--- config.mk ---
export PLATFORM = sky130hd
export DESIGN_NAME = excd_top
export DESIGN_NICKNAME = d
export VERILOG_FILES = /design/src/rtl/excd_pkg.sv /design/src/rtl/excd_top.sv
export SDC_FILE = /design/constraint.sdc
export NUM_CORES = 1
export LEC_CHECK = 0
export BUFFER_PORTS_ARGS = -buffer_cell sky130_fd_sc_hd__buf_2
export CAP_MARGIN = 20
export CORE_MARGIN = 1.5
export CORE_UTILIZATION = 50
export DETAILED_ROUTE_END_ITERATION = 8
export PLACE_DENSITY_LB_ADDON = 0.25
export SETUP_SLACK_MARGIN = 0.5
export SLEW_MARGIN = 20
export SYNTH_ARGS = -nofsm -noshare
export SYNTH_HDL_FRONTEND = slang
export SYNTH_SLANG_ARGS = --single-unit
--- constraint.sdc ---
create_clock -name I_REF_CLK -period 2.5 [get_ports I_REF_CLK]
set_clock_uncertainty 0.05 [all_clocks]
set_input_delay 0.25 -clock I_REF_CLK [delete_from_list [all_inputs] [get_ports I_REF_CLK]]
set_output_delay 0.25 -clock I_REF_CLK [all_outputs]
set_load 0.01 [all_outputs]
--- src/rtl/excd_pkg.sv ---
/*
 * Shared constants of the exception cause detector: register map,
 * field positions, reset values, vector offsets and instruction kinds.
 * Assumes a 32-bit APB slave with byte addresses in a 256-byte window.
 */
package excd_pkg;
    // ==========================================================
    // Register map (byte addresses)
    localparam logic [7:0] ADDR_MSR = 8'h00;
    localparam logic [7:0] ADDR_FP_STATUS_CONTROL_REG = 8'h04;
    localparam logic [7:0] ADDR_DCNT = 8'h08;
    localparam logic [7:0] ADDR_STATUS = 8'h0C;
    localparam logic [7:0] ADDR_MASK = 8'h10;
    localparam logic [7:0] ADDR_LAST = 8'h14;
    // ==========================================================
    // Machine state fields
    localparam int MSR_PR = 0;
    localparam int MSR_FP = 1;
    localparam int MSR_FE0 = 2;
    localparam int MSR_FE1 = 3;
    localparam logic [3:0] MSR_RESET = 4'h0;
    localparam int FP_STATUS_CONTROL_REG_FEX = 0;
    localparam logic [31:0] DCNT_RESET = 32'h0000_0000;
    // ==========================================================
    // Status / mask bits, one per exception taken
    localparam int ST_EXT = 0;
    localparam int ST_ALIGN = 1;
    localparam int ST_PROG = 2;
    localparam int ST_FPUN = 3;
    localparam int ST_DEC = 4;
    localparam logic [4:0] MASK_RESET = 5'h00;
    // ==========================================================
    // Program exception cause bits
    localparam int CAUSE_FPE = 0;
    localparam int CAUSE_ILL = 1;
    localparam int CAUSE_PRIV = 2;
    localparam int CAUSE_TRAP = 3;
    // ==========================================================
    // Vector offsets
    localparam logic [19:0] VEC_NONE = 20'h00000;
    localparam logic [19:0] VEC_EXT = 20'h00500;
    localparam logic [19:0] VEC_ALIGN = 20'h00600;
    localparam logic [19:0] VEC_PROG = 20'h00700;
    localparam logic [19:0] VEC_FPUN = 20'h00800;
    localparam logic [19:0] VEC_DEC = 20'h00900;
    // ==========================================================
    // Instruction kinds presented by the completion stage
    typedef enum logic [3:0]
    {
        KIND_OTHER,
        KIND_FP_LS,
        KIND_LOAD_MULTI,
        KIND_STORE_MULTI,
        KIND_LOAD_RSV,
        KIND_STORE_COND,
        KIND_BLK_ZERO,
        KIND_EXT_IN,
        KIND_EXT_OUT
    } excd_kind_t;
endpackage

--- src/rtl/excd_top.sv ---
/*
 * Exception cause detector: decides which exception the core takes,
 * and at which vector, for the instruction at completion, the external
 * interrupt pin and the down counter. Registers sit on APB.
 * Assumes the pipeline presents the oldest completing instruction with
 * its decoded attributes on the core clock, and flushes on O_EXC_TAKE.
 */
`timescale 1ns/1ps
module excd_top
(
    input wire logic I_REF_CLK,
    input wire logic I_RST_B,
    input wire logic I_INT,
    input wire logic I_INSN_VALID,
    input wire excd_pkg::excd_kind_t I_INSN_KIND,
    input wire logic [1:0] I_EA_LOW,
    input wire logic I_FP_INSN,
    input wire logic I_PAGE_CI,
    input wire logic I_PAGE_WT,
    input wire logic I_DC_LOCKED,
    input wire logic I_DC_DISABLED,
    input wire logic I_ILLEGAL_OP,
    input wire logic I_PRIV_OP,
    input wire logic I_SPR_INVALID,
    input wire logic I_SPR_BIT0,
    input wire logic I_TRAP_HIT,
    input wire logic I_FP_ENABLED_EXC,
    input wire logic I_MOVE_TO_FP_STATUS_CONTROL_REG,
    input wire logic [7:0] I_FP_STATUS_CONTROL_REG_EXC,
    input wire logic [7:0] I_FP_STATUS_CONTROL_REG_EN,
    input wire logic I_ALL_DONE,
    input wire logic I_PSEL,
    input wire logic I_PENABLE,
    input wire logic I_PWRITE,
    input wire logic [7:0] I_PADDR,
    input wire logic [31:0] I_PWDATA,
    output logic [31:0] O_PRDATA,
    output logic O_PREADY,
    output logic O_PSLVERR,
    output logic O_EXC_TAKE,
    output logic [19:0] O_EXC_VECTOR,
    output logic [3:0] O_CAUSE,
    output logic O_DISPATCH_STALL,
    output logic O_IRQ
);
    typedef enum logic [1:0] {ST_RUN, ST_DRAIN, ST_WAIT} excd_state_t;

    function automatic logic unaligned(input logic [1:0] ea);
        unaligned = ea != 2'h0;
    endfunction

    function automatic logic hit(input logic [7:0] a,
                                 input logic [7:0] b);
        hit = a == b;
    endfunction

    // ==========================================================
    // Interrupt pin synchroniser
    logic int_meta;
    logic int_s;
    always_ff @(posedge I_REF_CLK)
    begin
        if (!I_RST_B)
        begin
            int_meta <= 1'b0;
            int_s <= 1'b0;
        end
        else
        begin
            int_meta <= I_INT;
            int_s <= int_meta;
        end
    end

    // ==========================================================
    // Software state
    logic [3:0] machine_state_reg;
    logic fp_enabled_summary;
    logic [31:0] down_counter;
    logic dcnt_msb_q;
    logic dec_pend;
    logic [4:0] status;
    logic [4:0] mask;
    excd_state_t state;
    excd_state_t next_state;
    // Cause and vector of the last exception taken, kept for software
    logic [23:0] last_taken;

    wire msr_pr = machine_state_reg[excd_pkg::MSR_PR];
    wire msr_fp = machine_state_reg[excd_pkg::MSR_FP];
    wire fe_any = machine_state_reg[excd_pkg::MSR_FE0]
                | machine_state_reg[excd_pkg::MSR_FE1];

    // ==========================================================
    // Instruction exception decode
    wire k_fpls = I_INSN_KIND == excd_pkg::KIND_FP_LS;
    wire k_zero = I_INSN_KIND == excd_pkg::KIND_BLK_ZERO;
    wire k_word = k_fpls
                | I_INSN_KIND == excd_pkg::KIND_LOAD_MULTI
                | I_INSN_KIND == excd_pkg::KIND_STORE_MULTI
                | I_INSN_KIND == excd_pkg::KIND_LOAD_RSV
                | I_INSN_KIND == excd_pkg::KIND_STORE_COND;
    wire k_extc = I_INSN_KIND == excd_pkg::KIND_EXT_IN
                | I_INSN_KIND == excd_pkg::KIND_EXT_OUT;
    wire c_align = (k_word & unaligned(I_EA_LOW))
                 | (k_zero & (I_PAGE_CI | I_PAGE_WT))
                 | (k_zero & (I_DC_LOCKED | I_DC_DISABLED))
                 | (k_extc & unaligned(I_EA_LOW));
    wire c_ill = I_ILLEGAL_OP;
    wire c_priv = msr_pr & (I_PRIV_OP
                | (I_SPR_INVALID & I_SPR_BIT0));
    wire c_trap = I_TRAP_HIT;
    wire c_fpun = (I_FP_INSN | k_fpls) & ~msr_fp;
    wire fex_set = I_INSN_VALID & (I_FP_ENABLED_EXC
                 | (I_MOVE_TO_FP_STATUS_CONTROL_REG & |(I_FP_STATUS_CONTROL_REG_EXC & I_FP_STATUS_CONTROL_REG_EN)));
    // Mode bits both clear means enabled exceptions are ignored
    wire c_fpe = fex_set & fe_any;
    wire c_prog = c_ill | c_priv | c_trap | c_fpe;
    wire insn_exc = I_INSN_VALID & (c_prog | c_align | c_fpun);
    // The completing instruction is older than any asynchronous event
    wire take_ext = state == ST_DRAIN & I_ALL_DONE & ~insn_exc;
    wire take_dec = state == ST_RUN & dec_pend & ~insn_exc & ~int_s;
    wire take_any = insn_exc | take_ext | take_dec;

    // Fixed order: illegal, privileged, unavailable, alignment, trap, fp
    logic [19:0] next_vector;
    assign next_vector = !take_any ? excd_pkg::VEC_NONE
        : !insn_exc ? (take_ext ? excd_pkg::VEC_EXT
                                : excd_pkg::VEC_DEC)
        : (c_ill | c_priv) ? excd_pkg::VEC_PROG
        : c_fpun ? excd_pkg::VEC_FPUN
        : c_align ? excd_pkg::VEC_ALIGN
        : excd_pkg::VEC_PROG;
    wire prog_sel = insn_exc & next_vector == excd_pkg::VEC_PROG;
    wire [3:0] next_cause = prog_sel
        ? {c_trap, c_priv, c_ill, c_fpe} : 4'h0;

    // ==========================================================
    // External interrupt sequencing
    always_comb
    begin
        next_state = state;
        unique case (state)
            ST_RUN: if (int_s) next_state = ST_DRAIN;
            ST_DRAIN: if (take_ext) next_state = ST_WAIT;
            // Source keeps the pin up into the handler; do not retake
            ST_WAIT: if (!int_s) next_state = ST_RUN;
        endcase
    end

    always_ff @(posedge I_REF_CLK)
    begin
        if (!I_RST_B)
        begin
            state <= ST_RUN;
            O_DISPATCH_STALL <= 1'b0;
            O_EXC_TAKE <= 1'b0;
            O_EXC_VECTOR <= excd_pkg::VEC_NONE;
            O_CAUSE <= 4'h0;
            last_taken <= 24'h00_0000;
        end
        else
        begin
            state <= next_state;
            if (take_any)
                last_taken <= {next_cause, next_vector};
            O_DISPATCH_STALL <= next_state == ST_DRAIN;
            O_EXC_TAKE <= take_any;
            O_EXC_VECTOR <= next_vector;
            O_CAUSE <= next_cause;
        end
    end

    // ==========================================================
    // APB slave: one wait state, write and read at the ready edge
    wire acc = I_PSEL & I_PENABLE & O_PREADY;
    wire wr = acc & I_PWRITE;
    wire w_msr = wr & hit(I_PADDR, excd_pkg::ADDR_MSR);
    wire w_fp_status_control_reg = wr & hit(I_PADDR, excd_pkg::ADDR_FP_STATUS_CONTROL_REG);
    wire w_dcnt = wr & hit(I_PADDR, excd_pkg::ADDR_DCNT);
    wire w_stat = wr & hit(I_PADDR, excd_pkg::ADDR_STATUS);
    wire w_mask = wr & hit(I_PADDR, excd_pkg::ADDR_MASK);
    wire mapped = hit(I_PADDR, excd_pkg::ADDR_MSR)
                | hit(I_PADDR, excd_pkg::ADDR_FP_STATUS_CONTROL_REG)
                | hit(I_PADDR, excd_pkg::ADDR_DCNT)
                | hit(I_PADDR, excd_pkg::ADDR_STATUS)
                | hit(I_PADDR, excd_pkg::ADDR_MASK)
                | hit(I_PADDR, excd_pkg::ADDR_LAST);
    wire [31:0] rd_mux =
          hit(I_PADDR, excd_pkg::ADDR_MSR) ? {28'h0, machine_state_reg}
        : hit(I_PADDR, excd_pkg::ADDR_FP_STATUS_CONTROL_REG) ? {31'h0, fp_enabled_summary}
        : hit(I_PADDR, excd_pkg::ADDR_DCNT) ? down_counter
        : hit(I_PADDR, excd_pkg::ADDR_STATUS) ? {27'h0, status}
        : hit(I_PADDR, excd_pkg::ADDR_MASK) ? {27'h0, mask}
        : hit(I_PADDR, excd_pkg::ADDR_LAST) ? {8'h0, last_taken}
        : 32'h0;
    wire next_ready = I_PSEL & I_PENABLE & ~O_PREADY;

    always_ff @(posedge I_REF_CLK)
    begin
        if (!I_RST_B)
        begin
            O_PREADY <= 1'b0;
            O_PSLVERR <= 1'b0;
            O_PRDATA <= 32'h0;
        end
        else
        begin
            O_PREADY <= next_ready;
            O_PSLVERR <= next_ready & ~mapped;
            O_PRDATA <= (next_ready & ~I_PWRITE) ? rd_mux : 32'h0;
        end
    end

    // ==========================================================
    // Machine state, summary bit, down counter
    wire dcnt_rise = ~dcnt_msb_q & down_counter[31];
    // Set beats a write-one clear in the same cycle
    wire next_fex = fex_set
        | (fp_enabled_summary & ~(w_fp_status_control_reg & I_PWDATA[excd_pkg::FP_STATUS_CONTROL_REG_FEX]));
    wire next_dec_pend = dcnt_rise | (dec_pend & ~take_dec);

    always_ff @(posedge I_REF_CLK)
    begin
        if (!I_RST_B)
        begin
            machine_state_reg <= excd_pkg::MSR_RESET;
            fp_enabled_summary <= 1'b0;
            down_counter <= excd_pkg::DCNT_RESET;
            dcnt_msb_q <= 1'b0;
            dec_pend <= 1'b0;
        end
        else
        begin
            if (w_msr)
                machine_state_reg <= I_PWDATA[3:0];
            fp_enabled_summary <= next_fex;
            down_counter <= w_dcnt ? I_PWDATA : down_counter - 32'h1;
            dcnt_msb_q <= down_counter[31];
            dec_pend <= next_dec_pend;
        end
    end

    // ==========================================================
    // Sticky status, mask, interrupt line
    wire [4:0] ev;
    assign ev[excd_pkg::ST_EXT] = take_ext;
    assign ev[excd_pkg::ST_ALIGN] = insn_exc
        & next_vector == excd_pkg::VEC_ALIGN;
    assign ev[excd_pkg::ST_PROG] = prog_sel;
    assign ev[excd_pkg::ST_FPUN] = insn_exc
        & next_vector == excd_pkg::VEC_FPUN;
    assign ev[excd_pkg::ST_DEC] = take_dec;
    wire [4:0] next_status = ev | (status & ~(w_stat ? I_PWDATA[4:0] : 5'h0));

    always_ff @(posedge I_REF_CLK)
    begin
        if (!I_RST_B)
        begin
            status <= 5'h0;
            mask <= excd_pkg::MASK_RESET;
            O_IRQ <= 1'b0;
        end
        else
        begin
            status <= next_status;
            if (w_mask)
                mask <= I_PWDATA[4:0];
            O_IRQ <= |(next_status & mask);
        end
    end
endmodule

==> metrics, run 1 <==
status complete, no violations; syn_area_per_cell 9.004 sq um; internal reg-to-reg setup slack 0.41 ns; num rows 35; DR iter-0 viols 201; CTS sink count 106; Synth Cell Area 4718 sq um; Leak Pwr 0.002597 uW; Starting Density 51.31%; HP Start I_INT; Antenna Violating Nets Remaining 0; Int Power 3248 uW; fraction of synthesized cell area in xor and xnor cells 4.641%; CTS root buffer clkbuf_8; Top FF cell, synth dfxtp_1; Overflow after GRT 0; H-tree depth 3; adder-cell share of the synthesized area 1.061%; setup_tns 0 ns; cell depth of the worst min-delay path 2; commonest cells after routing, fill and taps aside buf_2 (126), dfxtp_1 (97), nor2_1 (71), nand2_1 (35), and2_1 (24); Largest regs O_PRDATA (32), down_counter (32), last_taken (8); Seq. cell area 2136 sq um; final wirelength 12.60 mm; Post-Layout Cell Count 778; IO Pins 143; Max IR drop VDD 0.0004049 V; slowest stage cell, crit path or4_4; Tmin final 2.093 ns; vias in the first global route 4060; unrepaired setup endpoints after global routing true; Critical path buffers and inverters 0; CTS tree done; multiplexer share of the synthesized area 2.546%; #FFs+latches synth 106; antenna violations before repair 0; top post-synthesis cells by area dfxtp_1 (45%), nor2_1 (5.7%), xnor2_1 (3.5%), a211oi_1 (3.5%), and2_1 (3.2%); Slew Limit Fails 0; Critical Path Start Type flip-flop; number of flops mapped to enable cells by yosys 0; Inserted Diodes 0; min setup slack post-route 0.4070 ns; sw power 1705 uW; crit path kind flip-flop to flip-flop; worst-skew pair later-pin latency 0.38 ns; placed cell count 742; commonest non-fill, non-tap cell in the layout buf_2; Critical Path Max Stage Delay 0.56 ns; clk buf depth 2; Final GP Congestion 0.8762; DIE HEIGHT 100.1 microns; Worst-Margin Slew 0.5713 ns; HP Class primary input to flip-flop; Req. time, crit path 2.75 ns; DRC 0; library cells used by synthesis 61; Multi-input gate area 2648 sq um; Synthesis Warnings 0; die area 10030 sq um; Syn Inst Count 524; Switching Share 34.42%; Synth area leader dfxtp_1; largest family of logic cells by synthesized area simple AND/OR/NAND/NOR gates; CP delay by family, top simple AND/OR/NAND/NOR gates; pin count of the biggest net entering global routing 43; CTS Buf Count 9; pre-CTS WS 0.08601 ns; Filler Cell Count 763; Sequential Power Share 44.1%; R2R Path End down_counter[31]; DR vias 4347; post-synthesis simple-gate area fraction 23.26%; share of the synthesized area in the top cell type 44.97%; total track usage 24.80%; Pre-Repair DR Iteration Count 4; Hold Fails Final Rpt 0; WL per Instance 16.19 microns; DR vias/cell 5.587; Clock transition at path regs 0.09 ns; relative max-transition margin 61.89%; Clk pwr share 21.9%; sequential fraction of the synthesis area 44.97%; IO Port Bufs 126; DIE WIDTH 100.1 microns; Syn-to-layout area delta 28.67%; async set or reset register ratio after synthesis 0%; share of post-route cells with drive strength above 1 34.63%; cell breakdown of the critical path or4_4, nor3b_4, nand4_1, nor3b_2, xnor2_1, a211oi_1; dpl hpwl 8.290 mm; worst reg2reg path startpoint down_counter[16]; Nets 749; Period Utilization, post-route 83.72%; final setup vio count 0; PwrDens 815.9 nW/um^2; Gate power share 34.0%; first-pass GRT wire length 19.69 mm; worst r2r path cells 6; post-synthesis compound-gate area fraction 17.16%; CP endpoint kind flip-flop; hold_buf cts 0; crit path max fanout 5; core region area 9196 sq um; highest clock rate 477.8 MHz; max-cap violations 0; Critical Path AT 2.34 ns; Hold Path End int_meta
==> cell usage after synthesis, drive strengths merged (4+ instances only) <==
cell,count
a211oi,22
a21o,8
a21oi,22
a22o,11
a22oi,4
a311oi,5
a31oi,8
and2,25
and3,4
buf,25
clkbuf,17
dfxtp,106
ha,4
inv,10
mux2i,12
nand2,36
nand2b,4
nand3,8
nand4,4
nor2,72
nor3,12
nor3b,4
nor4,14
o21ai,11
or2,7
or3,6
xnor2,19
xor2,6
==> worst max-delay path by stage <==
stage                          from               end  slack [ns]  cells after the start
2_1_floorplan            I_PADDR[0]      O_PRDATA[22]        0.35                      7
3_3_place_gp             I_PADDR[0]   down_counter[0]        0.16                      6
3_5_place_dp             I_PADDR[0]   down_counter[3]        0.09                      6
4_1_cts        machine_state_reg[2]    last_taken[21]        0.43                      7
5_1_grt            down_counter[16]  down_counter[31]        0.32                      6
6_report           down_counter[16]  down_counter[31]        0.41                      6
==> logic make-up after synthesis <==
| group | Yosys count |
|---|---|
| simple gates | 210 |
| fa+ha+maj | 4 |
| flops | 106 |
| buf+inv | 52 |
| mux | 12 |
| other cells | 1 |
| xor+xnor | 25 |
| compound gates | 114 |
==> layout make-up <==
cell class,instances,area share [%]
Clock buffer,11,2.494
Clock inverter,4,0.8450
Inverter,10,0.6183
Multi-Input combinational cell,381,43.61
Sequential cell,106,35.18
Tap cell,111,2.288
Timing Repair Buffer,155,14.96
==> repair_timing <==
action	4_1_cts	5_1_grt
gates cloned	1	0
pin swaps	14	22
buffers inserted	12	8
endpoints found under the setup margin	37	46
resized for setup	27	31
==> metal layers <==
| layer | global-route usage [%] | wire, microns | part of all wire [%] |
|---|---|---|---|
| met4 | 8.667 | 178 | 1.4 |
| met2 | 43.12 | 6295 | 50 |
| met3 | 4.596 | 796 | 6.3 |
| met1 | 30.85 | 5324 | 42 |
| met5 | 0 | 0 | 0 |
==> power groups by stage <==
stage / Sequential (uW) / Combinational [uW] / Clock [uW]
global route: 2210 / 1810 / 1160
floorplan: 2090 / 957 / 0
detailed placement: 2150 / 1160 / 0
finish: 2180 / 1690 / 1080
global placement: 2140 / 1140 / 0
CTS: 2140 / 1350 / 1090
==> through the flow <==
stage                     hold WS (ns)  power [uW]  utilization [%]  instance area (sq um)
after floorplan                 0.3217        3050                -                   4895
after global placement          0.3680        3285            59.17                   5441
after detailed placement        0.3717        3313            59.17                   5441
after CTS                      0.02710        4581            63.99                   5884
after global routing           0.02452        5184            66.01                   6071
final                          0.02277        4953            66.01                   6071
(Power assumes the default switching activity.)
==> run 2: changes to the inputs <==
Settings changed: ABC_AREA set to 1, CORE_UTILIZATION 50 to 47.
Clock period 2.5 ns to 1.75 ns, I/O delays scaled along.
==> metrics, run 2 <==
status complete, but fails checks; failing checks negative setup slack; Post-Layout Cell Count 1039 (+34%); Antenna Violating Nets Remaining 0 (unchanged); Nets 984 (+31%); share of the synthesized area in the top cell type 43.30% (-1.7 points); Worst-Margin Slew 0.7196 ns (+0.1482 ns); commonest cells after routing, fill and taps aside buf_2 (126), inv_1 (100), dfxtp_1 (95), nand2_1 (87), nor2_1 (55); Tmin final 1.961 ns (-0.1317 ns); Pre-Repair DR Iteration Count 7 (+3); cell with the most instances after synthesis inv_1; Syn Inst Count 675 (+29%); synth cell count leaders inv_1 (114), dfxtp_1 (106), nand2_1 (106), nor2_1 (88), o21ai_0 (48); clk buf depth 2 (unchanged); DRC 0 (unchanged); Critical Path AT 2.18 ns (-0.16 ns); WL per Instance 16.04 microns (-0.89%); Synth area leader dfxtp_1; Starting Density 47.90% (-3.4 points); Req. time, crit path 1.97 ns (-0.78 ns); IO Pins 143 (unchanged); num rows 37 (+5.7%); unrepaired setup endpoints after global routing true; Period Utilization, post-route 112.1% (+28 points); sequential fraction of the synthesis area 43.30% (-1.7 points); pre-CTS WS -0.1402 ns (-0.2263 ns); setup_tns -0.7520 ns (-0.7520 ns); Critical Path Start Type flip-flop; worst-skew pair later-pin latency 0.38 ns (about the same); design area 7717 sq um (+27%); H-tree depth 3 (unchanged); Final GP Congestion 0.9084 (+3.7%); top post-synthesis cells by area dfxtp_1 (43%), inv_1 (8.7%), nand2_1 (8.1%), nor2_1 (6.7%), o21ai_0 (4.9%); final wirelength 16.67 mm (+32%); Filler Cell Count 715 (-6.3%); async set or reset register ratio after synthesis 0% (unchanged); DIE HEIGHT 105.1 microns (+5.0%); die area 11050 sq um (+10%); highest clock rate 509.9 MHz (+6.7%); relative max-transition margin 51.98% (-9.9 points); final setup vio count 9 (+9); Hold Fails Final Rpt 0 (unchanged); CTS tree done; Inserted Diodes 0 (unchanged); CTS root buffer clkbuf_8; max-cap violations 0 (unchanged); placed cell count 950 (+28%); Max IR drop VDD 0.0006070 V (+50%); Overflow after GRT 0 (unchanged); total track usage 26.60% (+1.8 points); min setup slack post-route -0.2112 ns (-0.6183 ns); Seq. cell area 2143 sq um (+0.35%); CTS sink count 106 (unchanged); DP Area 6012 sq um (+10%); antenna violations before repair 0 (unchanged); Syn-to-layout area delta 57.47%; DR vias 5435 (+25%); pin count of the biggest net entering global routing 38 (-12%); syn_area_per_cell 7.261 sq um (-19%); CTS Buf Count 9 (unchanged); DR vias/cell 5.231 (-6.4%); core region area 10230 sq um (+11%); DIE WIDTH 105.1 microns (+5.0%); first-pass GRT wire length 23.58 mm (+20%); Leak Pwr 0.003681 uW (+42%); number of flops mapped to enable cells by yosys 0 (unchanged); commonest non-fill, non-tap cell in the layout buf_2; share of post-route cells with drive strength above 1 46.73% (+12 points); CP endpoint kind flip-flop; Top FF cell, synth dfxtp_1; DR iter-0 viols 244 (+21%); Clock transition at path regs 0.11 ns (+0.02 ns); IO Port Bufs 126 (unchanged); Multi-input gate area 3065 sq um (+16%); #FFs+latches synth 106 (unchanged); crit path max fanout 3 (-2); Slew Limit Fails 0 (unchanged); PwrDens 1042 nW/um^2 (+28%); library cells used by synthesis 37 (-39%); dpl hpwl 9.380 mm (+13%); Synth Cell Area 4901 sq um (+3.9%); Synthesis Warnings 0 (unchanged); Largest regs O_PRDATA (32), down_counter (32), last_taken (8); crit path kind flip-flop to flip-flop; vias in the first global route 5089 (+25%); Final Power 8040 uW (+62%); HP Class primary input to flip-flop
[run 2: changes by cell type after synthesis, sizes merged, moves of 9 or more]
cell / change
xnor2: -19
o21ai: +41
nor4: -9
and2: -25
inv: +108
nand2: +79
o211ai: +11
nand3: +24
a211oi: -20
a21oi: +13
mux2i: -12
a22o: -11
nor2: +28
[run 2: per-stage QoR]
step	hold slack [ns]	utilization, %
3_3_place_gp	0.3178	58.76
4_1_cts	0.001160	69.89
2_1_floorplan	0.2226	-
3_5_place_dp	0.3265	58.76
5_1_grt	0.01220	75.43
6_report	0.004993	75.43
[run 2: final timing paths]
kind / startpoint / endpoint / slack [ns] / depth (start not counted)
worst max-delay path: down_counter[1] / down_counter[19] / -0.21 / 11
worst min-delay path: I_PWDATA[16] / down_counter[16] / 0.005 / 3
worst max register to register: down_counter[1] / down_counter[19] / -0.21 / 11
worst min register to register: int_meta / int_s / 0.37 / 2
[run 2: kinds of logic (layout without fill, tap and decap cells)]
family / Yosys count / after routing / share of synthesized area [%]
AOI/OAI and AO/OA: 129 / 129 / 15.09
DFF: 106 / 106 / 43.30
and+or+nand+nor: 271 / 272 / 25.15
adders and majority gates: 4 / 4 / 1.021
buffers and inverters: 150 / 362 / 12.87
other: 1 / 16 / 0.07652
xor gates and xnor gates: 14 / 14 / 2.502
[run 2: critical path: stages (launching register included)]
cell	delay (ns)
dfxtp_2	0.34
nor2_1	0.18
nand2_2	0.10
nor2_4	0.15
buf_4	0.15
nand4_1	0.19
nor2_1	0.21
inv_1	0.09
o21ai_1	0.13
o21ai_1	0.08
o21bai_1	0.13
inv_1	0.05
[run 2: layer usage]
layer,GRT usage (%),vias to the layer above,routed length [microns]
met4,11.64,0,819
met1,31.48,2498,6173
met2,47.34,286,8424
met5,0,-,0
li1,-,2573,-
met3,4.117,78,1252
[run 2: repair_timing]
item | CTS | global route
cloned | 5 | 2
hold endpoints to repair | 7 | 0
setup buffers | 44 | 15
hold buffers | 7 | 0
gates resized for setup | 132 | 101
setup endpoints to repair | 95 | 101
pin swaps | 49 | 32
[run 2: cell type report]
| class | instances | area share [%] |
|---|---|---|
| clock inverter | 6 | 0.9566 |
| sequential | 106 | 27.77 |
| tap | 136 | 2.205 |
| timing repair buffer | 222 | 20.46 |
| timing repair inverter | 5 | 0.7944 |
| clock buffer | 10 | 1.783 |
| inverter | 119 | 6.307 |
| multi-input combinational | 435 | 39.72 |
[run 2: power by group]
| part | switching, uW | total (uW) | internal (uW) |
|---|---|---|---|
| registers | 306 | 3050 | 2740 |
| logic | 2010 | 3360 | 1350 |
| clock network | 907 | 1630 | 719 |
| total | 3230 | 8040 | 4810 |
==> run 3: changes to the inputs <==
Settings changed: CORE_ASPECT_RATIO set to 1.1.
==> metrics, run 3 (synthesis results as in run 2) <==
status complete, but fails checks; failing checks negative setup slack; HP Start I_PWDATA[27]; R2R Path End down_counter[26]; sw power 3371 uW (+4.5%); Clock transition at path regs 0.10 ns (about the same); final hold slack 0.007311 ns (+0.002318 ns); clk buf depth 2 (unchanged); Multi-input gate area 3058 sq um (-0.24%); Gate power share 42.4% (+0.6 points); DR vias/cell 5.333 (+2.0%); relative max-transition margin 57.28% (+5.3 points); worst-skew pair later-pin latency 0.38 ns (about the same); unrepaired setup endpoints after global routing true; Slew Limit Fails 0 (unchanged); Int Power 5130 uW (+6.6%); CTS tree done; share of post-route cells with drive strength above 1 46.15% (-0.58 points); Final GP Congestion 0.9265 (+2.0%); Hold Path End down_counter[27]; Req. time, crit path 1.98 ns (about the same); IO Pins 143 (unchanged); Leak Pwr 0.003658 uW (-0.61%); DRC 0 (unchanged); num rows 38 (+2.7%); core region area 9985 sq um (-2.4%); Post-Layout Cell Count 1017 (-2.1%); IO Port Bufs 126 (unchanged); die area 11050 sq um (about the same); dpl hpwl 9.736 mm (+3.8%); design area 7667 sq um (-0.65%); worst reg2reg path startpoint down_counter[10]; placed cell count 935 (-1.6%); Critical Path Max Stage Delay 0.37 ns (+0.03 ns); Critical path buffers and inverters 2 (-1); cell breakdown of the critical path nor2_1, nand2_1, inv_2, nand4_1, nor2_2, nand4_1, nor2_1, xor2_1, o21bai_1, inv_1; Worst-Margin Slew 0.6401 ns (-0.07944 ns); Filler Cell Count 656 (-8.3%); final wirelength 16.37 mm (-1.8%); Tmin final 1.931 ns (-0.02995 ns); Syn-to-layout area delta 56.45%; crit path kind flip-flop to flip-flop; commonest cells after routing, fill and taps aside buf_2 (126), inv_1 (97), dfxtp_1 (93), nand2_1 (86), nor2_1 (51); CTS root buffer clkbuf_8; Antenna Violating Nets Remaining 0 (unchanged); Starting Density 49.09% (+1.2 points); slowest stage cell, crit path dfxtp_1; highest clock rate 517.8 MHz (+1.6%); crit path max fanout 4 (+1); CTS sink count 106 (unchanged); internal reg-to-reg setup slack -0.18 ns (+0.03 ns); CP delay by family, top simple AND/OR/NAND/NOR gates; WL per Instance 16.10 microns (+0.34%); Crit. path cell count 10 (-1); CTS Buf Count 9 (unchanged); Final Power 8501 uW (+5.7%); antenna violations before repair 0 (unchanged); Critical Path AT 2.16 ns (-0.02 ns); DIE HEIGHT 110.1 microns (+4.7%); vias in the first global route 5154 (+1.3%); final setup vio count 10 (+1); Largest regs O_PRDATA (32), down_counter (32), last_taken (8); worst r2r path cells 10 (-1); Period Utilization, post-route 110.4% (-1.7 points); Critical Path Start Type flip-flop; DR iter-0 viols 266 (+9.0%); Clk pwr share 21.6% (+1.4 points); Hold Fails Final Rpt 0 (unchanged); Sequential Power Share 36.0% (-1.9 points); DIE WIDTH 100.4 microns (-4.5%); CP endpoint kind flip-flop; pin count of the biggest net entering global routing 46 (+21%); Seq. cell area 2143 sq um (unchanged); Switching Share 39.66% (-0.49 points); DR vias 5424 (-0.20%); DP Area 5987 sq um (-0.42%); Pre-Repair DR Iteration Count 5 (-2); HP Class primary input to flip-flop; cell depth of the worst min-delay path 3 (unchanged); H-tree depth 3 (unchanged); min setup slack post-route -0.1813 ns (+0.02995 ns); Max IR drop VDD 0.0006057 V (-0.22%); PwrDens 1109 nW/um^2 (+6.4%); Overflow after GRT 0 (unchanged); commonest non-fill, non-tap cell in the layout buf_2; first-pass GRT wire length 23.47 mm (-0.47%); max-cap violations 0 (unchanged); Nets 978 (-0.61%); total track usage 27.23% (+0.63 points); Inserted Diodes 0 (unchanged)
[run 3: cell types whose count changed in the layout (fill, tap and decap cells not counted), sizes merged]
cell and delta:
clkinvlp -1, dlygate4sd3 +5, nand2 -1, buf -7, bufinv +2, inv -4
[run 3: layer usage]
layer  part of all wire (%)  vias to the layer above  global-route usage [%]
met2                     53                      250                   51.85
met3                    6.7                       62                   4.035
met1                     36                     2554                   29.19
li1                       -                     2558                       -
met5                      0                        -                       0
met4                    3.7                        0                   13.98
[run 3: timing repair]
action,CTS,global route
hold endpoints to repair,12,0
resized for setup,117,110
cloned,2,1
hold buffers,12,0
setup buffers,35,16
pin swaps,53,41
setup endpoints to repair,96,98
[run 3: power groups by stage]
stage | registers (uW) | logic, uW | clock network [uW]
2_1_floorplan | 3020 | 1810 | 0
3_5_place_dp | 3060 | 2500 | 0
4_1_cts | 3030 | 3070 | 1820
5_1_grt | 3090 | 3900 | 1930
3_3_place_gp | 3050 | 2400 | 0
6_report | 3060 | 3600 | 1840
[run 3: stage by stage]
stage / setup TNS [ns] / setup slack, ns / utilization, %
finish: -0.9906 / -0.1813 / 76.79
global route: -2.508 / -0.2694 / 76.79
CTS: -0.09501 / -0.05165 / 71.28
detailed placement: -0.2087 / -0.06083 / 59.96
global placement: -0.01207 / -0.01207 / 59.96
floorplan: 0 / 0.06561 / -
[run 3: cell type report]
type                       count  area share, %
timing repair buffer         220          20.20
sequential                   106          27.95
multi-input combinational    434          39.88
clock inverter                 6          1.469
timing repair inverter         2         0.4896
inverter                     119          6.381
tap                          120          1.958
clock buffer                  10          1.664
[run 3: worst max path at each step]
stage,startpoint,endpoint,slack (ns)
finish,down_counter[10],down_counter[26],-0.18
global placement,down_counter[6],down_counter[31],-0.01
global route,down_counter[10],down_counter[26],-0.27
CTS,down_counter[4],down_counter[26],-0.05
detailed placement,down_counter[6],down_counter[31],-0.06
floorplan,down_counter[0],down_counter[26],0.07
[run 3: worst register-to-register path, delay by kind of cell, from the launching register on]
family / cells / cell delay [ns]
compound gates: 1 / 0.14
xor+xnor: 1 / 0.08
buf+inv: 2 / 0.17
flops: 1 / 0.37
simple gates: 6 / 1.03
